[src/stm_defines.vh]
/*
  Constants for the standard timer pulse/capture block: register offsets,
  field positions, mode and pin function codes, reset values.
  Assumes it is included by bare name from every design file that needs it.
*/
`ifndef STM_DEFINES_VH
`define STM_DEFINES_VH

`define STM_OFF_CTRL0     12'h000
`define STM_OFF_CTRL1     12'h004
`define STM_OFF_CNTLO     12'h008
`define STM_OFF_CNTHI     12'h00C
`define STM_OFF_CCRALO    12'h010
`define STM_OFF_CCRAHI    12'h014
`define STM_OFF_CCRPLO    12'h018
`define STM_OFF_CCRPHI    12'h01C
`define STM_OFF_STATUS    12'h020

`define STM_CTRL0_RUN     3
`define STM_CTRL0_PAUSE   7
`define STM_CTRL1_MODE_HI 7
`define STM_CTRL1_MODE_LO 6
`define STM_CTRL1_PIN_HI  5
`define STM_CTRL1_PIN_LO  4
`define STM_CTRL1_OC      3
`define STM_CTRL1_POL     2
`define STM_CTRL1_DPX     1
`define STM_CTRL1_CCLR    0

`define STM_MODE_CMP      2'h0
`define STM_MODE_CAPT     2'h1
`define STM_MODE_PULSE    2'h2
`define STM_MODE_TIMER    2'h3

`define STM_PIN_RISE      2'h0
`define STM_PIN_FALL      2'h1
`define STM_PIN_BOTH      2'h2
`define STM_PIN_OFF       2'h3
`define STM_PIN_SINGLE    2'h3

`define STM_CNT_W         10
`define STM_CNT_MAX       10'h3FF
`define STM_RESET_BYTE    8'h00
`endif

[src/stm_edge_sync.v]
/*
  Two-flop synchroniser with a third stage for edge detection.
  Assumes the input is asynchronous to mclk.
*/
`include "stm_defines.vh"

module stm_edge_sync (
  input  wire mclk,
  input  wire reset_n,
  input  wire pinIn,
  output reg  riseSeen,
  output reg  fallSeen
);
  reg meta_reg;
  reg sync_reg;
  reg last_reg;

  always @(posedge mclk or negedge reset_n) begin
    if (!reset_n) begin
      meta_reg <= 1'b0;
      sync_reg <= 1'b0;
      last_reg <= 1'b0;
      riseSeen <= 1'b0;
      fallSeen <= 1'b0;
    end else begin
      meta_reg <= pinIn;
      sync_reg <= meta_reg;
      last_reg <= sync_reg;
      riseSeen <= sync_reg & ~last_reg;
      fallSeen <= ~sync_reg & last_reg;
    end
  end
endmodule

[src/stm_pulse_capture.v]
/*
  Standard timer, single pulse output and capture input modes, APB slave.
  Assumes an APB master on mclk; trigger and capture pins are asynchronous.
*/
`include "stm_defines.vh"

module stm_pulse_capture (
  input  wire        mclk,
  input  wire        reset_n,
  input  wire        psel,
  input  wire        penable,
  input  wire        pwrite,
  input  wire [11:0] paddr,
  input  wire [31:0] pwdata,
  output reg  [31:0] prdata,
  output reg         pready,
  output reg         pslverr,
  input  wire        extTriggerPin,
  input  wire        captureInputPin,
  output reg         timerOut,
  output reg         timerOutEn,
  output reg         timerIrq
);
  localparam ST_IDLE = 2'h0;
  localparam ST_RUN  = 2'h1;
  localparam ST_DONE = 2'h2;

  reg  [7:0]  ctrl0_reg;
  reg  [7:0]  ctrl1_reg;
  reg  [9:0]  compare_a_value_reg;
  reg  [9:0]  compare_p_value_reg;
  reg  [9:0]  count_reg;
  reg         runPrev_reg;
  reg  [1:0]  state_reg;
  reg  [1:0]  state_next;
  reg  [2:0]  evSticky_reg;

  wire        trigRise;
  wire        captRise;
  wire        captFall;

  wire        runBit     = ctrl0_reg[`STM_CTRL0_RUN];
  wire        pauseBit   = ctrl0_reg[`STM_CTRL0_PAUSE];
  wire [1:0]  modeSel    = {ctrl1_reg[`STM_CTRL1_MODE_HI],
                            ctrl1_reg[`STM_CTRL1_MODE_LO]};
  wire [1:0]  pinFunc    = {ctrl1_reg[`STM_CTRL1_PIN_HI],
                            ctrl1_reg[`STM_CTRL1_PIN_LO]};
  wire        outActive  = ctrl1_reg[`STM_CTRL1_OC];
  wire        outInvert  = ctrl1_reg[`STM_CTRL1_POL];
  wire        isPulse    = (modeSel == `STM_MODE_PULSE) &&
                           (pinFunc == `STM_PIN_SINGLE);
  wire        isCapt     = (modeSel == `STM_MODE_CAPT);

  // Writes commit only on the edge that completes the transfer; a write in
  // the wait cycle as well could re-arm run after compare A cleared it
  wire        apbWrite   = psel & penable & pwrite & pready;
  wire        apbRead    = psel & penable & ~pwrite;

  // Decode an address to a one-hot word; used by write and read paths
  function [8:0] regHit;
    input [11:0] addr;
    begin
      regHit = 9'h000;
      case (addr)
        `STM_OFF_CTRL0:  regHit[0] = 1'b1;
        `STM_OFF_CTRL1:  regHit[1] = 1'b1;
        `STM_OFF_CNTLO:  regHit[2] = 1'b1;
        `STM_OFF_CNTHI:  regHit[3] = 1'b1;
        `STM_OFF_CCRALO: regHit[4] = 1'b1;
        `STM_OFF_CCRAHI: regHit[5] = 1'b1;
        `STM_OFF_CCRPLO: regHit[6] = 1'b1;
        `STM_OFF_CCRPHI: regHit[7] = 1'b1;
        `STM_OFF_STATUS: regHit[8] = 1'b1;
        default:         regHit = 9'h000;
      endcase
    end
  endfunction

  wire [8:0]  hit        = regHit(paddr);
  wire        mapped     = |hit;
  // One write strobe per writable register, live only on the completing edge
  wire        wrCtrl1    = apbWrite & hit[1];
  wire        wrCcraLo   = apbWrite & hit[4];
  wire        wrCcraHi   = apbWrite & hit[5];
  wire        wrCcrpLo   = apbWrite & hit[6];
  wire        wrCcrpHi   = apbWrite & hit[7];
  wire        wrStatus   = apbWrite & hit[8];

  // A pin change acts about four clocks later; levels shorter than one
  // clock may be missed, so short pulses are the user's responsibility
  stm_edge_sync trigSync (
    .mclk     (mclk),
    .reset_n  (reset_n),
    .pinIn    (extTriggerPin),
    .riseSeen (trigRise),
    .fallSeen ()
  );

  stm_edge_sync captSync (
    .mclk     (mclk),
    .reset_n  (reset_n),
    .pinIn    (captureInputPin),
    .riseSeen (captRise),
    .fallSeen (captFall)
  );

  reg captEdge;
  always @* begin
    case (pinFunc)
      `STM_PIN_RISE: captEdge = captRise;
      `STM_PIN_FALL: captEdge = captFall;
      `STM_PIN_BOTH: captEdge = captRise | captFall;
      default:       captEdge = 1'b0;
    endcase
  end

  wire        captHit    = isCapt & runBit & captEdge &
                           (pinFunc != `STM_PIN_OFF);
  wire        runRise    = runBit & ~runPrev_reg;
  // The run rise cycle only clears; counting starts one clock later
  wire        counting   = runBit & ~pauseBit & ~runRise;
  // Compare A only acts in single pulse mode; capture reuses the register
  wire        cmpAHit    = isPulse & counting & (count_reg == compare_a_value_reg);
  // zero compare P wraps at full count
  wire        cmpPHit    = isCapt & counting &
                           (((compare_p_value_reg != 10'h000) &&
                             (count_reg == compare_p_value_reg)) ||
                            ((compare_p_value_reg == 10'h000) &&
                             (count_reg == `STM_CNT_MAX)));
  wire        trigStart  = isPulse & ~runBit & trigRise;
  wire        swRunWr    = apbWrite & hit[0];

  // Control register 0 holds run; hardware set and clear share it
  always @(posedge mclk or negedge reset_n) begin
    if (!reset_n) begin
      ctrl0_reg <= `STM_RESET_BYTE;
    end else begin
      if (swRunWr) begin
        ctrl0_reg <= {pwdata[7:3], 3'h0};
      end
      if (cmpAHit) begin
        ctrl0_reg[`STM_CTRL0_RUN] <= 1'b0;
      end
      if (trigStart) begin
        ctrl0_reg[`STM_CTRL0_RUN] <= 1'b1;
      end
    end
  end

  // Mode and pin function; change them only while run is low
  always @(posedge mclk or negedge reset_n) begin
    if (!reset_n) begin
      ctrl1_reg <= `STM_RESET_BYTE;
    end else if (wrCtrl1) begin
      ctrl1_reg <= pwdata[7:0];
    end
  end

  // Compare P bytes land independently; no shadowing between the halves
  always @(posedge mclk or negedge reset_n) begin
    if (!reset_n) begin
      compare_p_value_reg <= 10'h000;
    end else begin
      if (wrCcrpLo) begin
        compare_p_value_reg[7:0] <= pwdata[7:0];
      end
      if (wrCcrpHi) begin
        compare_p_value_reg[9:8] <= pwdata[1:0];
      end
    end
  end

  // capture latches counter into compare A, winning over a write
  always @(posedge mclk or negedge reset_n) begin
    if (!reset_n) begin
      compare_a_value_reg <= 10'h000;
    end else if (captHit) begin
      compare_a_value_reg <= count_reg;
    end else if (wrCcraLo) begin
      compare_a_value_reg[7:0] <= pwdata[7:0];
    end else if (wrCcraHi) begin
      compare_a_value_reg[9:8] <= pwdata[1:0];
    end
  end

  // Counter: cleared on run rise, wraps on compare P in capture mode
  always @(posedge mclk or negedge reset_n) begin
    if (!reset_n) begin
      count_reg   <= 10'h000;
      runPrev_reg <= 1'b0;
    end else begin
      runPrev_reg <= runBit;
      if (runRise) begin
        count_reg <= 10'h000;
      end else if (cmpPHit) begin
        count_reg <= 10'h000;
      // count only while run high; a compare A match parks the
      // counter on the match value, so software reads back the width
      end else if (counting & ~cmpAHit) begin
        count_reg <= count_reg + 10'h001;
      end
    end
  end

  // Pulse sequencer
  always @* begin
    state_next = state_reg;
    case (state_reg)
      ST_IDLE: begin
        if (isPulse & runRise) begin
          state_next = ST_RUN;
        end
      end
      ST_RUN: begin
        if (~runBit | ~isPulse) begin
          state_next = ST_DONE;
        end
      end
      ST_DONE: begin
        if (isPulse & runRise) begin
          state_next = ST_RUN;
        end
      end
      default: state_next = ST_IDLE;
    endcase
  end

  always @(posedge mclk or negedge reset_n) begin
    if (!reset_n) begin
      state_reg <= ST_IDLE;
    end else begin
      state_reg <= state_next;
    end
  end

  // pulse uses neither compare P nor clear or swap bits
  wire pulseLevel = (state_next == ST_RUN) ? outActive : ~outActive;

  // output follows sequencer; no drive in capture mode
  always @(posedge mclk or negedge reset_n) begin
    if (!reset_n) begin
      timerOut   <= 1'b0;
      timerOutEn <= 1'b0;
    end else begin
      timerOutEn <= isPulse;
      timerOut   <= isPulse ? (pulseLevel ^ outInvert) : 1'b0;
    end
  end

  always @(posedge mclk or negedge reset_n) begin
    if (!reset_n) begin
      timerIrq <= 1'b0;
    end else begin
      timerIrq <= cmpAHit | captHit | cmpPHit;
    end
  end

  // Event record for software; a new event wins over a clear
  wire [2:0] evNow = {cmpPHit, captHit, cmpAHit};
  always @(posedge mclk or negedge reset_n) begin
    if (!reset_n) begin
      evSticky_reg <= 3'h0;
    end else if (wrStatus) begin
      evSticky_reg <= (evSticky_reg & ~pwdata[2:0]) | evNow;
    end else begin
      evSticky_reg <= evSticky_reg | evNow;
    end
  end

  reg [31:0] readMux;
  always @* begin
    readMux = 32'h0000_0000;
    case (1'b1)
      hit[0]: readMux[7:0] = ctrl0_reg;
      hit[1]: readMux[7:0] = ctrl1_reg;
      hit[2]: readMux[7:0] = count_reg[7:0];
      hit[3]: readMux[1:0] = count_reg[9:8];
      hit[4]: readMux[7:0] = compare_a_value_reg[7:0];
      hit[5]: readMux[1:0] = compare_a_value_reg[9:8];
      hit[6]: readMux[7:0] = compare_p_value_reg[7:0];
      hit[7]: readMux[1:0] = compare_p_value_reg[9:8];
      hit[8]: readMux[3:0] = {runBit, evSticky_reg};
      default: readMux = 32'h0000_0000;
    endcase
  end

  // One wait state: ready rises in the second access cycle
  always @(posedge mclk or negedge reset_n) begin
    if (!reset_n) begin
      pready <= 1'b0;
    end else begin
      pready <= psel & penable & ~pready;
    end
  end

  // Unmapped offsets answer with an error in the ready cycle
  always @(posedge mclk or negedge reset_n) begin
    if (!reset_n) begin
      pslverr <= 1'b0;
    end else begin
      pslverr <= psel & penable & ~pready & ~mapped;
    end
  end

  // Read data stands only in the ready cycle and is zero otherwise
  always @(posedge mclk or negedge reset_n) begin
    if (!reset_n) begin
      prdata <= 32'h0000_0000;
    end else begin
      prdata <= (apbRead & ~pready) ? readMux : 32'h0000_0000;
    end
  end
endmodule

[config.mk]
export PLATFORM = sky130hd
export DESIGN_NAME = stm_pulse_capture
export DESIGN_NICKNAME = d
export VERILOG_FILES = /design/src/stm_edge_sync.v /design/src/stm_pulse_capture.v
export VERILOG_INCLUDE_DIRS = /design/src
export SDC_FILE = /design/constraint.sdc
export NUM_CORES = 1
export LEC_CHECK = 0
export BUFFER_PORTS_ARGS = -buffer_cell sky130_fd_sc_hd__buf_4
export CAP_MARGIN = 30
export CORE_ASPECT_RATIO = 2
export CORE_MARGIN = 3
export CORE_UTILIZATION = 59
export CTS_BUF_LIST = sky130_fd_sc_hd__clkbuf_4 sky130_fd_sc_hd__clkbuf_8 sky130_fd_sc_hd__clkbuf_16
export DETAILED_ROUTE_END_ITERATION = 6
export PLACE_DENSITY = 0.94
export SETUP_SLACK_MARGIN = 0.05
export SLEW_MARGIN = 5
export SYNTH_ARGS = -nofsm -noshare
export SYNTH_HDL_FRONTEND = slang
export SYNTH_HIERARCHICAL = 1
export SYNTH_SLANG_ARGS = --single-unit
[constraint.sdc]
create_clock -name mclk -period 4.5 [get_ports mclk]
set_input_delay 0.45 -clock mclk [delete_from_list [all_inputs] [get_ports mclk]]
set_output_delay 0.45 -clock mclk [all_outputs]
set_load 0.02 [all_outputs]
==> impl_results.rst <==
.. list-table::
   :header-rows: 1

   * - Metric
     - Value
   * - Status
     - finished clean
   * - Power density cells
     - between 300 and 400 nW/um2
   * - Slew at the pin with the worst max-slew slack
     - 889.7 ps
   * - Post-detail-place hpwl
     - slightly below 7 mm
   * - Routed length per instance
     - 18.97 um
   * - Core area
     - 6412 um2
   * - Combined flip-flop and latch cell area
     - 1777 um2
   * - Worst hold path class
     - in -> reg
   * - Synth warnings
     - 6
   * - Finished Core Util
     - 0.6993
   * - GRT overflow
     - 0
   * - First-pass GRT wire length
     - ~15 mm
   * - Clock H-tree levels
     - 3
   * - Number of global-route vias before repair
     - 2,996
   * - Share of post-route cells with drive strength above 1
     - 0.2203
   * - TritonCTS clock tree
     - built
   * - Gr usage total
     - 0.2635
   * - Setup TNS
     - 0 ps
   * - Sequential power share
     - 0.438
   * - CTS sink count
     - 71
   * - Count of TritonRoute iterations in the first routing pass
     - 5
   * - Share of power burned in the clock network
     - 0.440
   * - Critical-path cell list
     - xnor2_1, or4b_1, o31ai_4, mux2i_1, nor2_2
   * - Number of remaining DRC errors
     - 0
   * - Mapped Area
     - between 3000 and 4000 um2
   * - Area occupied by multi-input gates
     - 1932 um2
   * - I/O pin total
     - between 80 and 90
   * - CTS Buffer Depth
     - 2
   * - Final RePlAce weighted congestion
     - 0.9687
   * - Critical path endpoint category
     - flip-flop
   * - Clock tree root buffer cell
     - sky130_fd_sc_hd__clkbuf_16
   * - Die extent in y
     - 122.0 um
   * - Average instance area after synthesis
     - 10.42 um2
   * - CP top delay family
     - compound AO/OA/AOI/OAI gates
   * - Sum of routed wire length over all layers
     - ~9.5 mm
   * - Remaining antenna violation count
     - 0
   * - Headroom to the max-slew limit
     - 0.4042
   * - Max stage delay cell, worst path
     - sky130_fd_sc_hd__o31ai_4
   * - Switch Pwr
     - 466.3 uW
   * - Post-synthesis instance total
     - approximately 380
   * - Arrival @ worst endpoint
     - 2690 ps
   * - Combinational fraction of design power
     - 0.122
   * - Detailed router's first-iteration violation count
     - 282
   * - CP peak stage delay
     - 610 ps
   * - Inserted Clock Buffers
     - 9
   * - Fraction of power spent switching nets
     - 0.2702
   * - Largest net degree at the start of global routing
     - 72
   * - Reported leakage power
     - 2.043 nW
   * - Largest vdd supply drop
     - around 400 uV
   * - Max-Cap Viols
     - 0
   * - Count of cells resized by post-cts repair
     - 0
   * - Die width
     - 64.01 um
   * - Die area
     - between 7000 and 8000 um2
   * - Clock transition time at the flip-flop clock pins of the worst setup and hold paths
     - 60 ps
   * - Hold_buf cts
     - 0
   * - Routed vias/inst
     - 6.086
   * - Hold Vio Cnt, Final
     - 0
   * - Sum of buffers and inverters on the critical path
     - 0
   * - Final clock skew
     - just over 6 ps
   * - Number of vias in the routed layout
     - 3,037
   * - Effective utilization at floorplan
     - 0.6191
   * - Post-layout nets
     - 460
   * - RSZ-0062 raised after global routing
     - no
   * - Final setup viols
     - 0
   * - Total count of max-transition violations in the final report
     - 0
   * - Number of antenna violations at the first check in global routing
     - 0
   * - FILL cells
     - 437
   * - Worst hold slack
     - 213.2 ps
   * - Internal power of the cells
     - 1.259 mW
   * - Required @ worst endpoint
     - 4690 ps
   * - Total setup buffers inserted after CTS
     - 0
   * - Area growth from synthesis to layout
     - 12.95%
   * - Final critical delay including setup and external delays
     - 2495 ps
   * - Total of buffers placed on input and output ports
     - 39
   * - Type of element launching the critical path
     - flip-flop
   * - Clock insertion delay at the later pin of the skew report
     - 340 ps
   * - Part of the cycle the worst path needs
     - 0.5544
   * - Count of antenna diodes in the layout
     - 0
   * - Critical path start-end classification
     - reg -> reg
   * - Site row count
     - 41
   * - Worst-path maximum fanout
     - 18
   * - Upper clock frequency limit
     - roughly 400 MHz
-- through the flow --
stage	setup WS, ps	std cells	cell area, um2	power, mW
finish	2005	499	4484	1.726
global route	1913	499	4484	1.793
CTS	2065	499	4484	1.734
detailed placement	2089	483	4161	0.9703
global placement	2147	483	4161	0.9570
floorplan	2438	404	4056	0.9255
-- worst register-to-register path: stages, from the launching register on --
cell,delay [ps]
sky130_fd_sc_hd__dfrtp_1,470
sky130_fd_sc_hd__xnor2_1,390
sky130_fd_sc_hd__or4b_1,530
sky130_fd_sc_hd__o31ai_4,610
sky130_fd_sc_hd__mux2i_1,310
sky130_fd_sc_hd__nor2_2,40
-- routing by layer --
layer / wire length, um / track usage
met5: 0 / 0
met4: 483 / 0.1922
met3: 619 / 0.06365
met2: 5162 / 0.4614
met1: 3203 / 0.2645
-- final timing paths --
path / slack, ps / to / cells after the start / start
max: 2010 / count_reg[1]$_DFFE_PN0P_ / 5 / count_reg[8]$_DFFE_PN0P_
min reg2reg: 350 / trigSync/sync_reg$_DFF_PN0_ / 0 / trigSync/meta_reg$_DFF_PN0_
min: 210 / trigSync/meta_reg$_DFF_PN0_ / 1 / extTriggerPin
min in group asynchronous: 220 / trigSync/riseSeen$_DFF_PN0_ / 1 / reset_n
max in group asynchronous: 3720 / prdata[0]$_DFF_PN0_ / 1 / reset_n
max reg2reg: 2010 / count_reg[1]$_DFFE_PN0P_ / 5 / count_reg[8]$_DFFE_PN0P_
-- area by class of cell --
type                    instances  area share
clock inverters                 5     0.01842
inverters                      14     0.01172
flip-flops and latches         71      0.3962
clock buffers                  11     0.05357
repair buffers                 39     0.06529
multi-input cells             273      0.4308
well taps                      86     0.02400
-- layout by cell type (no fill, tap or decap), types with 5 or more instances in the layout --
cell type                    n
sky130_fd_sc_hd__xnor2_1     9
sky130_fd_sc_hd__or4_1       5
sky130_fd_sc_hd__inv_1      14
sky130_fd_sc_hd__a21oi_1    29
sky130_fd_sc_hd__conb_1     24
sky130_fd_sc_hd__nand4_1     7
sky130_fd_sc_hd__mux2_2     22
sky130_fd_sc_hd__clkbuf_16   9
sky130_fd_sc_hd__mux2i_1    17
sky130_fd_sc_hd__nand3_1    12
sky130_fd_sc_hd__dfrtp_1    71
sky130_fd_sc_hd__a31oi_1     5
sky130_fd_sc_hd__nand2_1    14
sky130_fd_sc_hd__and3_1      6
sky130_fd_sc_hd__xor2_1     15
sky130_fd_sc_hd__nor2_1     22
sky130_fd_sc_hd__nor2b_1    10
sky130_fd_sc_hd__nor4_1      6
sky130_fd_sc_hd__o21ai_0     6
sky130_fd_sc_hd__or3_1       8
sky130_fd_sc_hd__buf_4      39
-- power groups by stage --
stage	logic [mW]	clock network (mW)	registers (mW)
2_1_floorplan	0.232	0	0.693
3_3_place_gp	0.200	0	0.757
3_5_place_dp	0.208	0	0.763
4_1_cts	0.210	0.772	0.752
5_1_grt	0.234	0.797	0.761
6_report	0.211	0.759	0.756
Power figures use the tool's default switching activity.
